$ cat config.mk
export PLATFORM = sky130hd
export DESIGN_NAME = obcl_top
export DESIGN_NICKNAME = d
export VERILOG_FILES = /design/src/obcl_sync.v /design/src/obcl_dly.v /design/src/obcl_top.v
export VERILOG_INCLUDE_DIRS = /design/src /design/src/src
export SDC_FILE = /design/constraint.sdc
export NUM_CORES = 1
export LEC_CHECK = 0
export ABC_AREA = 1
export ABC_CLOCK_PERIOD_IN_PS = 2800
export BUFFER_PORTS_ARGS = -buffer_cell sky130_fd_sc_hd__buf_2
export CAP_MARGIN = 40
export CORE_ASPECT_RATIO = 1.5
export CORE_MARGIN = 4
export CORE_UTILIZATION = 45
export CTS_CLUSTER_SIZE = 16
export DETAILED_ROUTE_END_ITERATION = 6
export HOLD_SLACK_MARGIN = 0.02
export PLACE_DENSITY = 0.79
export SYNTH_ARGS = -nofsm -noshare
export SYNTH_HDL_FRONTEND = slang
export SYNTH_SLANG_ARGS = --single-unit
$ cat constraint.sdc
create_clock -name clk -period 2.8 [get_ports clk]
set_input_delay 0.56 -clock clk [delete_from_list [all_inputs] [get_ports clk]]
set_output_delay 0.56 -clock clk [all_outputs]
set_load 0.02 [all_outputs]
$ cat src/obcl_regs.vh
// register offsets, option bit positions, reset values and delay counts of the option loader
`ifndef OBCL_REGS_VH
`define OBCL_REGS_VH

// ********************************************************
// apb register map (byte addresses)
// ********************************************************
`define OBCL_ADDR_OPT 8'h00
`define OBCL_ADDR_STAT 8'h04
`define OBCL_ADDR_W 8

// ********************************************************
// option word bit positions
// ********************************************************
`define OBCL_OPT_W 16
`define OBCL_BIT_OSC_GUARD 0
`define OBCL_BIT_OSC_RC 1
`define OBCL_BIT_LONG_DLY 2
`define OBCL_BIT_WDOG_HW 3
`define OBCL_BIT_PB_LO_OFF 4
`define OBCL_BIT_PB_HI_OFF 5
`define OBCL_BIT_EXT_STOP 6
`define OBCL_BIT_RD_LOCK 7
`define OBCL_BIT_LOWVOLT 8
`define OBCL_BIT_NMI_PULL 9
`define OBCL_BIT_CONV_WAIT 12

// ********************************************************
// status register bit positions
// ********************************************************
`define OBCL_STAT_PROG 0
`define OBCL_STAT_RUN 1
`define OBCL_STAT_DLY 2

// ********************************************************
// reset values
// ********************************************************
// blank store content: reserved bit 11 set, all options off
`define OBCL_NV_BLANK 16'h0800

// ********************************************************
// post-reset delay in oscillator cycles; clk is the oscillator
// ********************************************************
`define OBCL_DLY_SHORT_OSC 2048
`define OBCL_DLY_LONG_OSC 32768
`define OBCL_DLY_SHORT_CYC (`OBCL_DLY_SHORT_OSC * 1)
`define OBCL_DLY_LONG_CYC (`OBCL_DLY_LONG_OSC * 1)
`define OBCL_DLY_CNT_W 16

`endif

$ cat src/obcl_sync.v
// two-flop synchroniser for asynchronous pin levels
`timescale 1ns/1ps
module obcl_sync #(
  parameter W = 1,
  parameter [W-1:0] RST_VAL = {W{1'b0}}
)(
  input wire clk,
  input wire reset_n,
  input wire [W-1:0] d,
  output reg [W-1:0] q
);
  // first stage, read only by the second stage
  reg [W-1:0] meta_r;

  // ********************************************************
  // synchroniser stages
  // ********************************************************
  // reset to the idle level of each pin
  always @(posedge clk or negedge reset_n)
  begin
    if (!reset_n)
    begin
      meta_r <= RST_VAL;
      q <= RST_VAL;
    end
    else
    begin
      meta_r <= d;
      q <= meta_r;
    end
  end
endmodule

$ cat src/obcl_dly.v
// post-reset delay counter with short and long length
`timescale 1ns/1ps
`include "obcl_regs.vh"
module obcl_dly #(
  parameter SHORT_CYC = `OBCL_DLY_SHORT_CYC,
  parameter LONG_CYC = `OBCL_DLY_LONG_CYC
)(
  input wire clk,
  input wire reset_n,
  input wire clear,
  input wire sel_long,
  output reg done
);
  // terminal counts, cut to the counter width on purpose
  localparam integer SHORT_M1 = SHORT_CYC - 1;
  localparam integer LONG_M1 = LONG_CYC - 1;
  localparam [`OBCL_DLY_CNT_W-1:0] SHORT_LAST = SHORT_M1[`OBCL_DLY_CNT_W-1:0];
  localparam [`OBCL_DLY_CNT_W-1:0] LONG_LAST = LONG_M1[`OBCL_DLY_CNT_W-1:0];

  // elapsed cycles since clear fell
  reg [`OBCL_DLY_CNT_W-1:0] cnt_r;
  // terminal count for the selected length
  wire [`OBCL_DLY_CNT_W-1:0] last = sel_long ? LONG_LAST : SHORT_LAST;

  // ********************************************************
  // counter
  // ********************************************************
  // done rises at the n-th edge after clear is released, then holds
  always @(posedge clk or negedge reset_n)
  begin
    if (!reset_n)
    begin
      cnt_r <= {`OBCL_DLY_CNT_W{1'b0}};
      done <= 1'b0;
    end
    else if (clear)
    begin
      cnt_r <= {`OBCL_DLY_CNT_W{1'b0}};
      done <= 1'b0;
    end
    else if (!done)
    begin
      if (cnt_r == last)
        done <= 1'b1;
      else
        cnt_r <= cnt_r + 1'b1;
    end
  end
endmodule

$ cat src/obcl_top.v
// option byte loader: non-volatile option word, reset-time load, decoded configuration
`timescale 1ns/1ps
`include "obcl_regs.vh"
module obcl_top #(
  parameter DLY_SHORT = `OBCL_DLY_SHORT_CYC,
  parameter DLY_LONG = `OBCL_DLY_LONG_CYC,
  parameter [`OBCL_OPT_W-1:0] NV_INIT = `OBCL_NV_BLANK
)(
  input wire clk,
  input wire reset_n,
  input wire psel,
  input wire penable,
  input wire pwrite,
  input wire [`OBCL_ADDR_W-1:0] paddr,
  input wire [31:0] pwdata,
  output reg [31:0] prdata,
  output wire pready,
  output wire pslverr,
  input wire ext_reset_n_pin,
  input wire prog_mode_pin,
  input wire lowvolt_det,
  input wire nmi_pin,
  input wire wdog_reset,
  input wire wdog_sw_enable,
  input wire stop_exec,
  input wire wait_exec,
  input wire wake_irq,
  input wire conv_start_bit,
  output reg core_reset_n,
  output reg cpu_run,
  output reg prog_mode,
  output reg readout_lock,
  output reg ext_stop_ctl,
  output reg portb_hi_pullup_off,
  output reg portb_lo_pullup_off,
  output reg [3:0] portb_reset_pullup,
  output reg wdog_hw_activate,
  output reg wdog_enable,
  output reg long_delay_sel,
  output reg osc_type_rc,
  output reg osc_guard_en,
  output reg conv_on_wait,
  output reg nmi_pullup_en,
  output reg lowvolt_reset_en,
  output reg conv_start,
  output reg enter_stop,
  output reg enter_wait,
  output reg wdog_freeze
);

  // ********************************************************
  // state encoding
  // ********************************************************
  localparam [2:0] S_RST = 3'h1; // internal reset held, options loading
  localparam [2:0] S_DLY = 3'h2; // reset released, delay running
  localparam [2:0] S_RUN = 3'h4; // core running

  // ********************************************************
  // declarations
  // ********************************************************
  reg [`OBCL_OPT_W-1:0] nv_word_r; // models the non-volatile store
  reg [`OBCL_OPT_W-1:0] opt_r; // word latched at the last reset
  reg [2:0] state_r; // one-hot sequencer state
  reg [2:0] state_nxt; // next sequencer state
  reg stop_active_r; // core sits in stop mode
  reg wdog_sw_on_r; // software has started the watchdog
  wire ext_rst_n_s; // synchronised reset pin
  wire prog_pin_s; // synchronised test pin level
  wire lowvolt_s; // synchronised low supply detector
  wire nmi_s; // synchronised nmi pin
  wire int_reset; // any source of internal reset
  wire dly_done; // post-reset delay elapsed
  wire apb_setup; // first cycle of an apb transfer
  wire apb_access; // completing cycle of an apb transfer
  wire hit_opt; // address decodes to the option word
  wire hit_stat; // address decodes to the status word
  wire opt_denied; // option access outside programming mode
  wire wdog_running; // watchdog counting in either mode

  // ********************************************************
  // pin synchronisers
  // ********************************************************
  // reset pin idles high, the other pins idle low
  obcl_sync #(
    .W(4),
    .RST_VAL(4'h8)
  ) u_sync (
    .clk(clk),
    .reset_n(reset_n),
    .d({ext_reset_n_pin, prog_mode_pin, lowvolt_det, nmi_pin}),
    .q({ext_rst_n_s, prog_pin_s, lowvolt_s, nmi_s})
  );
  // ********************************************************
  // reset sources
  // ********************************************************
  // low supply only counts once its option has been latched as enabled;
  // the enable comes from the previous load, so a word just programmed
  // takes effect only after the next reset
  assign int_reset = !ext_rst_n_s | wdog_reset | (lowvolt_s & lowvolt_reset_en);
  // ********************************************************
  // post-reset delay
  // ********************************************************
  // the counter is held clear for as long as reset is present
  obcl_dly #(
    .SHORT_CYC(DLY_SHORT),
    .LONG_CYC(DLY_LONG)
  ) u_dly (
    .clk(clk),
    .reset_n(reset_n),
    .clear(!state_r[1]),
    .sel_long(long_delay_sel),
    .done(dly_done)
  );
  // ********************************************************
  // sequencer next state
  // ********************************************************
  always @*
  begin
    state_nxt = state_r;
    case (state_r)
      // leave reset only when every source has gone away
      S_RST:
        if (!int_reset)
          state_nxt = S_DLY;
      S_DLY:
        if (int_reset)
          state_nxt = S_RST;
        else if (dly_done)
          state_nxt = S_RUN;
      S_RUN:
        if (int_reset)
          state_nxt = S_RST;
      default:
        state_nxt = S_RST;
    endcase
  end
  // ********************************************************
  // sequencer state and core control
  // ********************************************************
  // programming mode keeps the core stopped so that user code never runs
  // while the programmer owns the option word
  always @(posedge clk or negedge reset_n)
  begin
    if (!reset_n)
    begin
      state_r <= S_RST;
      core_reset_n <= 1'b0;
      cpu_run <= 1'b0;
    end
    else
    begin
      state_r <= state_nxt;
      core_reset_n <= (state_nxt == S_RUN) && !prog_mode;
      cpu_run <= (state_nxt == S_RUN) && !prog_mode;
    end
  end
  // ********************************************************
  // option load at reset
  // ********************************************************
  // the word is copied on every cycle of reset and frozen afterwards; the
  // test pin level is caught the same way, never under the async reset
  always @(posedge clk or negedge reset_n)
  begin
    if (!reset_n)
    begin
      opt_r <= `OBCL_NV_BLANK;
      prog_mode <= 1'b0;
    end
    else if (state_r == S_RST)
    begin
      opt_r <= nv_word_r;
      prog_mode <= prog_pin_s;
    end
  end
  // ********************************************************
  // decoded configuration
  // ********************************************************
  // all fields come straight from the frozen copy, so they cannot move
  // between resets even if the store is rewritten
  always @(posedge clk or negedge reset_n)
  begin
    if (!reset_n)
    begin
      readout_lock <= 1'b0;
      ext_stop_ctl <= 1'b0;
      portb_hi_pullup_off <= 1'b0;
      portb_lo_pullup_off <= 1'b0;
      portb_reset_pullup <= 4'hf;
      wdog_hw_activate <= 1'b0;
      long_delay_sel <= 1'b0;
      osc_type_rc <= 1'b0;
      osc_guard_en <= 1'b0;
      conv_on_wait <= 1'b0;
      nmi_pullup_en <= 1'b0;
      lowvolt_reset_en <= 1'b0;
    end
    else
    begin
      readout_lock <= opt_r[`OBCL_BIT_RD_LOCK];
      ext_stop_ctl <= opt_r[`OBCL_BIT_EXT_STOP];
      portb_hi_pullup_off <= opt_r[`OBCL_BIT_PB_HI_OFF];
      portb_lo_pullup_off <= opt_r[`OBCL_BIT_PB_LO_OFF];
      // pull-up request per line 3..0 while reset is applied
      portb_reset_pullup <= {{2{!opt_r[`OBCL_BIT_PB_HI_OFF]}}, {2{!opt_r[`OBCL_BIT_PB_LO_OFF]}}};
      wdog_hw_activate <= opt_r[`OBCL_BIT_WDOG_HW];
      long_delay_sel <= opt_r[`OBCL_BIT_LONG_DLY];
      osc_type_rc <= opt_r[`OBCL_BIT_OSC_RC];
      osc_guard_en <= opt_r[`OBCL_BIT_OSC_GUARD];
      conv_on_wait <= opt_r[`OBCL_BIT_CONV_WAIT];
      nmi_pullup_en <= opt_r[`OBCL_BIT_NMI_PULL];
      lowvolt_reset_en <= opt_r[`OBCL_BIT_LOWVOLT];
    end
  end
  // ********************************************************
  // watchdog enable
  // ********************************************************
  // software start is sticky until reset; hardware mode needs no start
  assign wdog_running = wdog_hw_activate | wdog_sw_on_r;
  always @(posedge clk or negedge reset_n)
  begin
    if (!reset_n)
    begin
      wdog_sw_on_r <= 1'b0;
      wdog_enable <= 1'b0;
    end
    else if (state_r == S_RST)
    begin
      wdog_sw_on_r <= 1'b0;
      wdog_enable <= 1'b0;
    end
    else
    begin
      if (wdog_sw_enable)
        wdog_sw_on_r <= 1'b1;
      // no software path can clear the hardware-activated watchdog
      wdog_enable <= wdog_hw_activate | wdog_sw_on_r | wdog_sw_enable;
    end
  end
  // ********************************************************
  // stop, wait and conversion start
  // ********************************************************
  // a stop with the watchdog running becomes a wait unless external stop
  // control is on and nmi is high; a wake request outranks a new stop
  always @(posedge clk or negedge reset_n)
  begin
    if (!reset_n)
    begin
      enter_stop <= 1'b0;
      enter_wait <= 1'b0;
      stop_active_r <= 1'b0;
      wdog_freeze <= 1'b0;
      conv_start <= 1'b0;
    end
    else if (!cpu_run)
    begin
      enter_stop <= 1'b0;
      enter_wait <= 1'b0;
      stop_active_r <= 1'b0;
      wdog_freeze <= 1'b0;
      conv_start <= 1'b0;
    end
    else
    begin
      enter_stop <= stop_exec && (!wdog_running || (ext_stop_ctl && nmi_s));
      enter_wait <= wait_exec || (stop_exec && wdog_running && !(ext_stop_ctl && nmi_s));
      if (wake_irq)
        stop_active_r <= 1'b0;
      else if (stop_exec && (!wdog_running || (ext_stop_ctl && nmi_s)))
        stop_active_r <= 1'b1;
      // counter frozen only for a real stop with the watchdog running
      wdog_freeze <= wdog_running && !wake_irq &&
        (stop_active_r || (stop_exec && ext_stop_ctl && nmi_s));
      // wait-synchronised starts quiet the supply during conversion
      conv_start <= conv_on_wait ? wait_exec : conv_start_bit;
    end
  end
  // ********************************************************
  // apb slave
  // ********************************************************
  // zero wait states; read data is registered in the setup cycle
  assign apb_setup = psel && !penable;
  assign apb_access = psel && penable;
  assign hit_opt = (paddr == `OBCL_ADDR_OPT);
  assign hit_stat = (paddr == `OBCL_ADDR_STAT);
  assign opt_denied = hit_opt && !prog_mode;
  assign pready = 1'b1;
  // unmapped addresses and denied option accesses both report an error
  assign pslverr = apb_access && ((!hit_opt && !hit_stat) || opt_denied || (hit_stat && pwrite));
  // read data, zero for writes and anything not readable, so that an old
  // option word is never read back after programming mode ends; prdata holds its value between transfers
  always @(posedge clk or negedge reset_n)
  begin
    if (!reset_n)
      prdata <= 32'h0;
    else if (apb_setup)
    begin
      if (!pwrite && hit_opt && prog_mode)
        prdata <= {16'h0, nv_word_r};
      else if (!pwrite && hit_stat)
        prdata <= {29'h0, state_r[1], cpu_run, prog_mode};
      else
        prdata <= 32'h0;
    end
  end
  // ********************************************************
  // non-volatile option store
  // ********************************************************
  // reset_n stands for power-up, when the store shows its content; the
  // reserved bits are stored as written, keeping them is the programmer's job
  always @(posedge clk or negedge reset_n)
  begin
    if (!reset_n)
      nv_word_r <= NV_INIT;
    else if (apb_access && pwrite && hit_opt && prog_mode)
      nv_word_r <= pwdata[`OBCL_OPT_W-1:0];
  end
endmodule

==> results.ini <==
[run_status]
status = complete, no violations

[route]
dr.pass1.iters = 4
dr.first_iter.drc_count = 203
vias = 3166
post_drt_wl_per_cell_microns = 13.0
drt_wl_total_mm = 8.38
drtAntennaViolNets = 0
vias_per_cell = 4.89
drc = 0

[final_layout]
fin_nets = 588
fill_cells = 782
diodes = 0
multiInputGateArea_sq_um = 1370
seq_area_sq_um = 2330
fin_cells = 647
layout-drive-gt1-share_pct = 21.0
area_delta_synth_final_pct = 16.5

[sta]
fin_crit_ns = 2.13
setup_viol = 0
finalSetupTns_ns = 0
hold_ws_ns = 0.261
tightestPinTransition_ns = 0.868
setup_slack_ns = 0.671
rsz0062_at_grt = no
fmax_mhz = 470
finalMaxSlewViolations = 0
hold_viol_final = 0
relSlewSlack_pct = 42.1
final.setup_skew_ns = 0.00632
finalCritPeriodShare_pct = 76.0

[place]
dpl.cell_count = 631
port-buffer-count = 78
dp_slack_ns = 0.630
hpwl_mm = 5.98
gp_congestion = 0.836

[global_route]
grt-busiest-layer = met2
grt_use_met2_pct = 28.6
grt_pass1_vias = 3053
antenna_found_initial = 0
met3_usage_pct = 3.38
grt_max_degree = 56
grt_pass1_wl_mm = 14.2
grt_overflow = 0
grt_util_met1_pct = 20.2
grtUsageTotal_pct = 16.7

[clocking]
cts.htree.levels = 3
cts_resized = 0
clk_latency_ns = 0.34
cts_tree = built
cts.sinks = 93
holdBufCountCts = 0
root_buffer = clkbuf_16
clk_pin_slew_ns = 0.06
clock_path_buffers = 2
cts_buffers = 9
post_cts.repair.setup_buffers = 0

[logic_synthesis]
syn_inst = 459
synthDistinctLibCells = 27
yosys_warnings = 0
yosys.area.top_type = dfrtp_1
ys_ff_latch = 93
synth_flop_cell = dfrtp_1
async_reset_ff_share_pct = 100
synth_edf_count = 0
ys_seq_area_share_pct = 57.4
syn_avg_cell_area_sq_um = 8.86
syn-cell-area_sq_um = 4070
synth_area_leaders = dfrtp_1, nand2_1, nand3_1
synth_top_area_share_pct = 53.5

[critical_path]
r2r-start = u_dly.cnt_r[0]$_DFFE_PN0P_
r2r-end = u_dly.cnt_r[5]$_DFFE_PN0P_
crit_path_start_kind = register
r2r_setup_slack_ns = 0.76
r2r_cells = 8
crit_path_max_fanout = 5
cp-end-kind = output pin
crit_arrival_ns = 1.57
required_ns = 2.24
path_class = register to output pin

[worst_hold_path]
min_path_type = input port to async pin

[power_and_ir_drop]
p_int_mw = 2.14
power_frac_clock_pct = 39.0
switching_share_pct = 26.1
pwr-share-seq_pct = 50.7
p_total_mw = 2.89
peakVddDrop_uv = 491
power_leakage_nw = 2.43
p_comb_share_pct = 10.3
power_density_nw_per_um2 = 610
p_switching_uw = 754

[die]
io_pins = 112
die_y_microns = 124
core_area_sq_um = 8830
die-area_sq_um = 10700
die_w_microns = 85.6
num_rows = 42
initial_core_util_pct = 46.1

[job]
maxCapViolCount = 0

-- cell families after synthesis --
logic type                 share of synthesized area [%]
AOI/OAI and AO/OA                                   9.35
xor gates and xnor gates                            1.08
adders and majority gates                          0.308
buffers and inverters                               10.3
DFF                                                 57.4
other                                              0.185
and+or+nand+nor                                     21.4
-- stage by stage --
stage               area (sq um)  util, %
floorplan                   4120        -
global placement            4460     50.6
detailed placement          4460     50.6
CTS                         4740     53.7
global route                4740     53.7
finish                      4740     53.7
-- routing by layer --
| layer | routed length, microns | vias to the layer above | share of wire (%) |
|---|---|---|---|
| met2 | 4450 | 81 | 53 |
| met4 | 159 | 0 | 1.9 |
| met5 | 0 | - | 0 |
| met3 | 420 | 11 | 5.0 |
| li1 | - | 1572 | - |
| met1 | 3350 | 1502 | 40 |
-- synth_stat cells, types with 2 or more instances --
master    number
clkbuf_1       7
dfrtp_1       87
nand2_1       88
conb_1         2
buf_4         20
a21oi_1       15
nand3_1       45
nand3_2        3
nand4_1        3
o21ai_0       37
nor2_1        53
nor2_2         4
inv_1         51
xor2_1         5
buf_2          5
a21boi_0       2
dfstp_2        6
o21bai_1       3
o21ai_1       15
-- cell type report --
cell class,count,area share (%)
multi-input cells,296,28.9
well taps,110,2.90
clock inverters,5,0.739
clock buffers,11,5.12
inverters,51,4.04
repair buffers,81,9.03
flip-flops and latches,93,49.2
-- worst max-delay path, stage by stage (launching register included) --
cell and delay (ns):
dfrtp_1 0.47, nand2_1 0.09, nor2_1 0.25, a21oi_1 0.10
a21boi_0 0.13, buf_2 0.18
-- cell usage in the layout (no fill, tap or decap), types with 2 or more instances in the layout --
cell	instances
a21boi_0	2
a21oi_1	15
buf_2	77
buf_4	3
clkbuf_16	9
clkinv_2	2
conb_1	17
dfrtp_1	87
dfstp_2	6
inv_1	51
nand2_1	88
nand3_1	45
nand3_2	3
nand4_1	3
nor2_1	53
nor2_2	4
o21ai_0	37
o21ai_1	15
o21bai_1	3
xor2_1	5
-- state kept, by name, indices dropped and copies added (netlist names), 2 cells and up --
name                flops
prdata                 16
u_dly.cnt_r            16
u_sync.meta_r           4
u_sync.q                4
state_r                 3
nv_word_r              16
opt_r                  11
portb_reset_pullup      2
-- power by group through the flow --
stage | Clock, mW | Sequential, mW | Combinational (mW)
2_1_floorplan | 0 | 1.53 | 0.144
6_report | 1.13 | 1.47 | 0.298
4_1_cts | 1.15 | 1.47 | 0.302
3_5_place_dp | 0 | 1.49 | 0.301
3_3_place_gp | 0 | 1.49 | 0.294
5_1_grt | 1.21 | 1.48 | 0.332
-- worst max path at each step --
stage                                     start                         to  slack (ns)  depth (start not counted)
after floorplan                        paddr[5]                    pslverr        0.86                          4
after global placement                 paddr[5]  nv_word_r[12]$_DFFE_PN0P_        0.71                          6
after detailed placement               paddr[5]   nv_word_r[1]$_DFFE_PN0P_        0.63                          6
after CTS                 prog_mode$_DFFE_PN0P_                    pslverr        0.65                          5
after global routing      prog_mode$_DFFE_PN0P_                    pslverr        0.52                          5
final                     prog_mode$_DFFE_PN0P_                    pslverr        0.67                          5
(Power assumes the default switching activity.)
